[config.mk]
export PLATFORM = sky130hd
export DESIGN_NAME = mf_eval
export DESIGN_NICKNAME = d
export VERILOG_FILES = /design/src/mf_eval_pkg.sv /design/src/mf_edge_unit.sv /design/src/mf_eval.sv
export SDC_FILE = /design/constraint.sdc
export NUM_CORES = 1
export LEC_CHECK = 0
export BUFFER_PORTS_ARGS = -buffer_cell sky130_fd_sc_hd__buf_2
export CAP_MARGIN = 10
export CELL_PAD_IN_SITES_DETAIL_PLACEMENT = 1
export CELL_PAD_IN_SITES_GLOBAL_PLACEMENT = 2
export CORE_MARGIN = 1.5
export CORE_UTILIZATION = 30
export CTS_CLUSTER_SIZE = 24
export DETAILED_ROUTE_END_ITERATION = 8
export GPL_ROUTABILITY_DRIVEN = 0
export PLACE_DENSITY = 0.78
export SYNTH_ARGS = -nofsm -noshare
export SYNTH_HDL_FRONTEND = slang
export SYNTH_HIERARCHICAL = 1
export SYNTH_SLANG_ARGS = --single-unit
[constraint.sdc]
create_clock -name sys_clk -period 5.2 [get_ports sys_clk]
set_input_delay 0.52 -clock sys_clk [delete_from_list [all_inputs] [get_ports sys_clk]]
set_output_delay 0.52 -clock sys_clk [all_outputs]
set_load 0.05 [all_outputs]
[src/mf_eval_pkg.sv]
package mf_eval_pkg;

  // Data widths
  localparam int DATA_W = 8;
  localparam int PROD_W = 16;
  localparam int PTR_W  = 16;

  // Full-scale grade and the slope code that means a vertical side
  localparam logic [7:0]  FULL_SCALE    = 8'hFF;
  localparam logic [7:0]  SLOPE_VERTICAL = 8'h00;
  localparam logic [7:0]  GRADE_ZERO    = 8'h00;

  // Pointer advance after the store
  localparam logic [15:0] MF_PTR_STEP  = 16'h0004;
  localparam logic [15:0] FUZ_PTR_STEP = 16'h0001;

  // Reset values
  localparam logic [15:0] PTR_RESET = 16'h0000;

  // One membership definition as fetched by the load path
  typedef struct packed {
    logic [7:0] point1;
    logic [7:0] point2;
    logic [7:0] slope1;
    logic [7:0] slope2;
  } mf_def_t;

  // Grade store request towards the store path
  typedef struct packed {
    logic [15:0] addr;
    logic [7:0]  data;
  } grade_store_t;

  // Sequencer states, one-hot
  typedef enum logic [5:0] {
    ST_IDLE   = 6'b000001,
    ST_LOAD   = 6'b000010,
    ST_DELTA  = 6'b000100,
    ST_GRADE  = 6'b001000,
    ST_SELECT = 6'b010000,
    ST_STORE  = 6'b100000
  } mf_state_t;

  // True when a wide grade lies above full scale
  function automatic logic overFull(input logic [15:0] g);
    overFull = (g > {8'h00, FULL_SCALE});
  endfunction : overFull

endpackage : mf_eval_pkg

[src/mf_edge_unit.sv]
`timescale 1ns/1ps
`default_nettype none
// One side of the trapezoid: delta with borrow, then delta times slope
module mf_edge_unit
  import mf_eval_pkg::*;
(
  input  wire logic [7:0]  minuend,    // Left operand of the subtraction
  input  wire logic [7:0]  subtrahend, // Right operand of the subtraction
  input  wire logic [7:0]  deltaIn,    // Registered delta for the product
  input  wire logic [7:0]  slope,      // Slope of this side
  output logic      [7:0]  delta,      // Difference, low eight bits
  output logic             negative,   // Borrow out, delta below zero
  output logic      [15:0] product     // Full-width grade
);

  wire logic [8:0] diffWide;

  // Nine-bit subtraction keeps the borrow
  assign diffWide = {1'b0, minuend} - {1'b0, subtrahend};
  assign delta    = diffWide[7:0];
  assign negative = diffWide[8];
  // Sixteen bits hold any product, so exceeding full scale is visible
  assign product  = {8'h00, deltaIn} * {8'h00, slope};

endmodule : mf_edge_unit
`default_nettype wire

[src/mf_eval.sv]
`timescale 1ns/1ps
`default_nettype none
// Contract
// - A slope of zero means a vertical side, not a flat edge.
// - The second cycle forms both eight-bit deltas and sets the outside flag from them.
// - The outside flag is clear inside the trapezoid and set when either delta is negative.
// - With the outside flag set, both tentative grades are forced to zero in the third cycle.
// - Step one picks full scale when the right slope is zero or the right grade is over full scale and the flag is clear, else the right grade.
// - Step two keeps that grade when the left slope is zero or the left grade is over full scale, else takes the left grade.
// - The result is zero below the left or above the right breakpoint, and for all inputs when the breakpoints are reversed.
// - After the grade is stored the definition pointer advances by four and the fuzzy input pointer by one.
module mf_eval
  import mf_eval_pkg::*;
(
  input  wire logic          sys_clk,     // Processor clock
  input  wire logic          rst_n,       // Asynchronous reset, active low
  input  wire logic          clkEn,       // Clock enable, freezes all state when low
  input  wire logic          start,       // One-cycle request to evaluate
  input  wire logic [7:0]    inputVal,    // System input from the accumulator
  input  wire logic [15:0]   mfPtrIn,     // Definition pointer at start
  input  wire logic [15:0]   fuzPtrIn,    // Fuzzy input pointer at start
  input  wire mf_def_t       mfDef,       // Definition from the load path
  output logic               busy,        // Evaluation in progress
  output logic               storeValid,  // One-cycle grade store request
  output grade_store_t       store,       // Store address and grade
  output logic               done,        // One-cycle completion pulse
  output logic [15:0]        mfPtrOut,    // Advanced definition pointer
  output logic [15:0]        fuzPtrOut,   // Advanced fuzzy input pointer
  output logic               outsideFlag  // Outside-trapezoid flag
);

  mf_state_t    state_q, state_d;
  logic [7:0]   in_q;
  mf_def_t      def_q;
  logic [7:0]   delta1_q, delta2_q;
  logic         outside_q;
  logic [15:0]  grade1_q, grade2_q;
  logic [7:0]   grade_q;
  logic [15:0]  mfPtr_q, fuzPtr_q;
  logic         storeValid_q, done_q;
  logic         busy_q;
  grade_store_t store_q;

  wire logic [7:0]  delta1, delta2;
  wire logic        neg1, neg2;
  wire logic [15:0] prod1, prod2;
  wire logic        takeFull, keepGrade;
  wire logic [7:0]  stepOne, stepTwo;
  wire logic        accept;
  wire logic        inLoad, inDelta, inGrade, inSelect, inStore;
  wire logic        busyNext;

  // Left edge: input minus point1, product from registered delta
  mf_edge_unit leftEdge (
    .minuend    (in_q),
    .subtrahend (def_q.point1),
    .deltaIn    (delta1_q),
    .slope      (def_q.slope1),
    .delta      (delta1),
    .negative   (neg1),
    .product    (prod1)
  );

  // Right edge: point2 minus input
  mf_edge_unit rightEdge (
    .minuend    (def_q.point2),
    .subtrahend (in_q),
    .deltaIn    (delta2_q),
    .slope      (def_q.slope2),
    .delta      (delta2),
    .negative   (neg2),
    .product    (prod2)
  );

  // Two-step grade selection
  assign takeFull  = ((def_q.slope2 == SLOPE_VERTICAL) || overFull(grade2_q)) && !outside_q;
  assign stepOne   = takeFull ? FULL_SCALE : grade2_q[7:0];
  assign keepGrade = (def_q.slope1 == SLOPE_VERTICAL) || overFull(grade1_q);
  assign stepTwo   = keepGrade ? stepOne : grade1_q[7:0];

  // State decode shared by the datapath registers
  assign accept   = clkEn && (state_q == ST_IDLE) && start;
  assign inLoad   = (state_q == ST_LOAD);
  assign inDelta  = (state_q == ST_DELTA);
  assign inGrade  = (state_q == ST_GRADE);
  assign inSelect = (state_q == ST_SELECT);
  assign inStore  = (state_q == ST_STORE);
  assign busyNext = (state_d != ST_IDLE);

  // Next-state decode
  always_comb
  begin
    state_d = state_q;
    unique case (state_q)
      ST_IDLE:   if (start) state_d = ST_LOAD;
      ST_LOAD:   state_d = ST_DELTA;
      ST_DELTA:  state_d = ST_GRADE;
      ST_GRADE:  state_d = ST_SELECT;
      ST_SELECT: state_d = ST_STORE;
      ST_STORE:  state_d = ST_IDLE;
      default:   state_d = ST_IDLE;
    endcase
  end

  // Sequencer
  always_ff @(posedge sys_clk or negedge rst_n)
  begin
    if (!rst_n)
    begin
      state_q <= ST_IDLE;
      busy_q  <= 1'b0;
    end
    else if (clkEn)
    begin
      state_q <= state_d;
      busy_q  <= busyNext;
    end
  end

  // Operand capture at the start request
  always_ff @(posedge sys_clk or negedge rst_n)
  begin
    if (!rst_n)
    begin
      in_q  <= GRADE_ZERO;
      def_q <= '0;
    end
    else if (accept)
    begin
      in_q  <= inputVal;
      def_q <= mfDef;
    end
  end

  // Cycle two: deltas and outside flag
  always_ff @(posedge sys_clk or negedge rst_n)
  begin
    if (!rst_n)
    begin
      delta1_q  <= GRADE_ZERO;
      delta2_q  <= GRADE_ZERO;
      outside_q <= 1'b0;
    end
    else if (clkEn && inLoad)
    begin
      delta1_q  <= delta1;
      delta2_q  <= delta2;
      outside_q <= neg1 | neg2;
    end
  end

  // Cycle three: wide grades, zero outside the trapezoid
  always_ff @(posedge sys_clk or negedge rst_n)
  begin
    if (!rst_n)
    begin
      grade1_q <= '0;
      grade2_q <= '0;
    end
    else if (clkEn && inDelta)
    begin
      grade1_q <= outside_q ? 16'h0000 : prod1;
      grade2_q <= outside_q ? 16'h0000 : prod2;
    end
  end

  // Cycle four: final grade
  always_ff @(posedge sys_clk or negedge rst_n)
  begin
    if (!rst_n)
      grade_q <= GRADE_ZERO;
    else if (clkEn && inGrade)
      grade_q <= stepTwo;
  end

  // Store request and completion pulse
  always_ff @(posedge sys_clk or negedge rst_n)
  begin
    if (!rst_n)
    begin
      storeValid_q <= 1'b0;
      done_q       <= 1'b0;
      store_q      <= '0;
    end
    else if (clkEn)
    begin
      storeValid_q <= inSelect;
      done_q       <= inStore;
      if (inSelect)
      begin
        store_q.addr <= fuzPtr_q;
        store_q.data <= grade_q;
      end
    end
  end

  // Pointers: taken with the request, stepped once the grade is stored
  always_ff @(posedge sys_clk or negedge rst_n)
  begin
    if (!rst_n)
    begin
      mfPtr_q  <= PTR_RESET;
      fuzPtr_q <= PTR_RESET;
    end
    else if (accept)
    begin
      mfPtr_q  <= mfPtrIn;
      fuzPtr_q <= fuzPtrIn;
    end
    else if (clkEn && inStore)
    begin
      mfPtr_q  <= mfPtr_q + MF_PTR_STEP;
      fuzPtr_q <= fuzPtr_q + FUZ_PTR_STEP;
    end
  end

  // Outputs straight from flops
  assign busy        = busy_q;
  assign storeValid  = storeValid_q;
  assign store       = store_q;
  assign done        = done_q;
  assign mfPtrOut    = mfPtr_q;
  assign fuzPtrOut   = fuzPtr_q;
  assign outsideFlag = outside_q;

endmodule : mf_eval
`default_nettype wire

==> impl_metrics.yaml <==
synthesis:
  synthTopCellsByArea: "dfrtp_1, fa_1, ha_1"
  postSynthAreaPerCell_um2: 9.118
  yosys.cell_count.top_type: "nand2_1"
  yosysWarnings: 6
  syn_inst: 1320
  synth_top_area_cell: "dfrtp_1"
  ys_async_sr_fraction: 1.000
  ys.flop_type: "dfrtp_1"
  synth_common_cells: "nand2_1, dfrtp_1, inv_1"
  synth-edff-count: 0
  ys_types: 57
  synth_nets: 1560
  ys_seq_area_frac: 0.3369
  synth_top_area_share: 0.3348
  netlist_area_um2: 12040
  yosys_register_bits: 162
cts:
  ctsHoldBuffers: 0
  root_buffer: "clkbuf_16"
  path_clk_slew_ns: 0.07
  post_cts_resized: 0
  cts_tree: "yes"
  postCtsSetupBuffers: 0
  clockBufferDepth: 2
  cts_sinks: 162
  cts_made_buffers: 17
  htree_num_levels: 4
  insertion_delay_ns: 0.44
critical_path:
  reg2regPathDepth: 16
  required_ns: 5.56
  r2r-end: "grade1_q[15]"
  crit_path_max_fanout: 10
  cp.arrival_ns: 4.87
  r2r_slack_ns: 0.69
  r2r-start: "def_q[15]"
  cp-start-kind: "flop"
  critPathKind: "flop to flop"
  cp-end-kind: "flop"
placement:
  dp_hpwl_um: 23930
  preCtsSetupSlack_ns: 0.6640
  dp.cells: 1940
  placed_area_um2: 13260
  numPortBuffers: 135
detailed_routing:
  wl_met2_um: 15370
  avgRoutedWirePerCell_um: 16.02
  drtPass1Iterations: 5
  avgViaCountPerCell: 4.832
  postRouteWirelength_um: 31620
  met3_wirelength_um: 1342
  vias: 9539
  ant_nets: 0
  top_layer_used: "met5"
  drtIter0Drc: 341
  routedLengthMet1_um: 14470
  drc: 0
timing:
  skew_ns: 0.01318
  maxSlewViolCount: 0
  post-route-period-util: 0.8682
  worst-slew-pin-transition_ns: 1.214
  grt_setup_unrepaired: "false"
  fin_ws_ns: 0.6856
  fin_setup_tns_ns: 0
  max_clock_freq_ghz: 0.2215
  slew-limit-headroom: 0.1873
  final_hold_viol_count: 0
  finalWorstPathRequiredPeriod_ns: 4.514
  finalSetupViolCount: 0
floorplanning:
  rows: 73
  fp.dieArea_um2: 41330
  core-area_um2: 39640
  die_y_um: 203.3
  io_pins: 136
  die_w_um: 203.3
  start_util: 0.3036
final_layout:
  nFillCells: 4715
  layout-drive-gt1-share: 0.1610
  final_net_count: 1674
  final_cells: 1974
  final_area_um2: 13850
  area_delta_synth_final_pct: 15.11
global_routing:
  grt_pass1_wl_um: 53700
  grt_max_degree: 163
  grt_usage: 0.1623
  grt_pass1_vias: 10520
  overflow: 0
  grt_antenna_before_repair: 4
run_status:
  outcome: "finished, final reports clean"
job:
  maxCapViolations: 0
hold_path:
  hold_class: "input pin to async pin"
## state kept, by name, indices dropped and copies added, names as in the netlist
name	flops
busy	1
def_q	32
delta1_q	8
delta2_q	8
done	1
fuzPtrOut	16
grade1_q	16
grade2_q	16
grade_q	8
in_q	8
mfPtrOut	16
outsideFlag	1
state_q	6
store	24
storeValid	1
## kinds of logic after synthesis
logic type	share of synthesized area
multiplexers	0.04086
buffers and inverters	0.05853
flip-flops	0.3369
AND/OR/NAND/NOR	0.2176
XOR/XNOR	0.02110
adder cells (fa/ha/maj)	0.2167
AO/OA/AOI/OAI	0.1083
## per-layer routing
layer,vias to the layer above,track usage
met2,123,0.2796
met1,4772,0.2054
li1,4613,-
met5,-,0
met4,6,0.03915
met3,25,0.03659
## per-stage QoR
step	hold WS [ns]	util
after floorplan	0.2244	-
after global placement	0.4567	0.3346
after detailed placement	0.4673	0.3346
after CTS	0.2453	0.3493
after global routing	0.2523	0.3493
final	0.1456	0.3495
## worst max-delay path by stage
stage / start / to / slack [ns] / cells past startpoint
floorplan: delta2_q[3] / grade2_q[12] / 1.00 / 16
global placement: def_q[4] / grade2_q[12] / 0.78 / 16
detailed placement: def_q[15] / grade1_q[15] / 0.66 / 16
CTS: def_q[15] / grade1_q[15] / 0.64 / 16
global route: def_q[15] / grade1_q[15] / 0.39 / 16
finish: def_q[15] / grade1_q[15] / 0.69 / 16
## worst max-delay path, stage by stage, from the launching register on
cell and delay, ns:
dfrtp_1 0.54, nand2_1 0.14, fa_1 0.53, fa_1 0.55
inv_1 0.06, fa_1 0.53, inv_1 0.05, fa_1 0.53
inv_1 0.04, ha_1 0.33, o21a_1 0.12, o31a_1 0.14
o21ai_1 0.30, mux2i_1 0.21, and3_1 0.16, nand2b_1 0.05
o21ai_0 0.15
## cell type report
cell class,count,area [um^2],share of cell area
diodes,2,5.005,0.0003613
clock buffers,21,460.4,0.03324
clock inverters,11,125.1,0.009032
inverters,135,506.7,0.03658
multi-input cells,975,7289,0.5262
flip-flops and latches,162,4055,0.2927
well taps,525,656.9,0.04742
repair buffers,143,754.5,0.05446
## cell usage in the layout, fill, tap and decap left out, types with 8 or more instances in the layout
| cell type | netlist | final |
|---|---|---|
| nand2_1 | 240 | 240 |
| dfrtp_1 | 161 | 161 |
| inv_1 | 135 | 135 |
| buf_2 | 8 | 134 |
| o21ai_0 | 98 | 98 |
| and2_1 | 91 | 91 |
| ha_1 | 90 | 90 |
| fa_1 | 74 | 74 |
| nor2_1 | 51 | 51 |
| mux2_2 | 41 | 41 |
| nand2b_1 | 36 | 36 |
| nand3_1 | 25 | 24 |
| a21oi_1 | 23 | 23 |
| clkbuf_16 | 0 | 17 |
| xor2_1 | 15 | 15 |
| or4_1 | 14 | 14 |
| xnor2_1 | 14 | 14 |
| nand4_1 | 13 | 13 |
| or3_1 | 13 | 13 |
| a31oi_1 | 13 | 13 |
| nor2b_1 | 10 | 10 |
| a21o_1 | 8 | 8 |
| o211a_1 | 8 | 8 |
| o21a_1 | 8 | 8 |
Power is not shown: default switching activity piles up to over one toggle a cycle in this logic, so the estimate is an artifact.
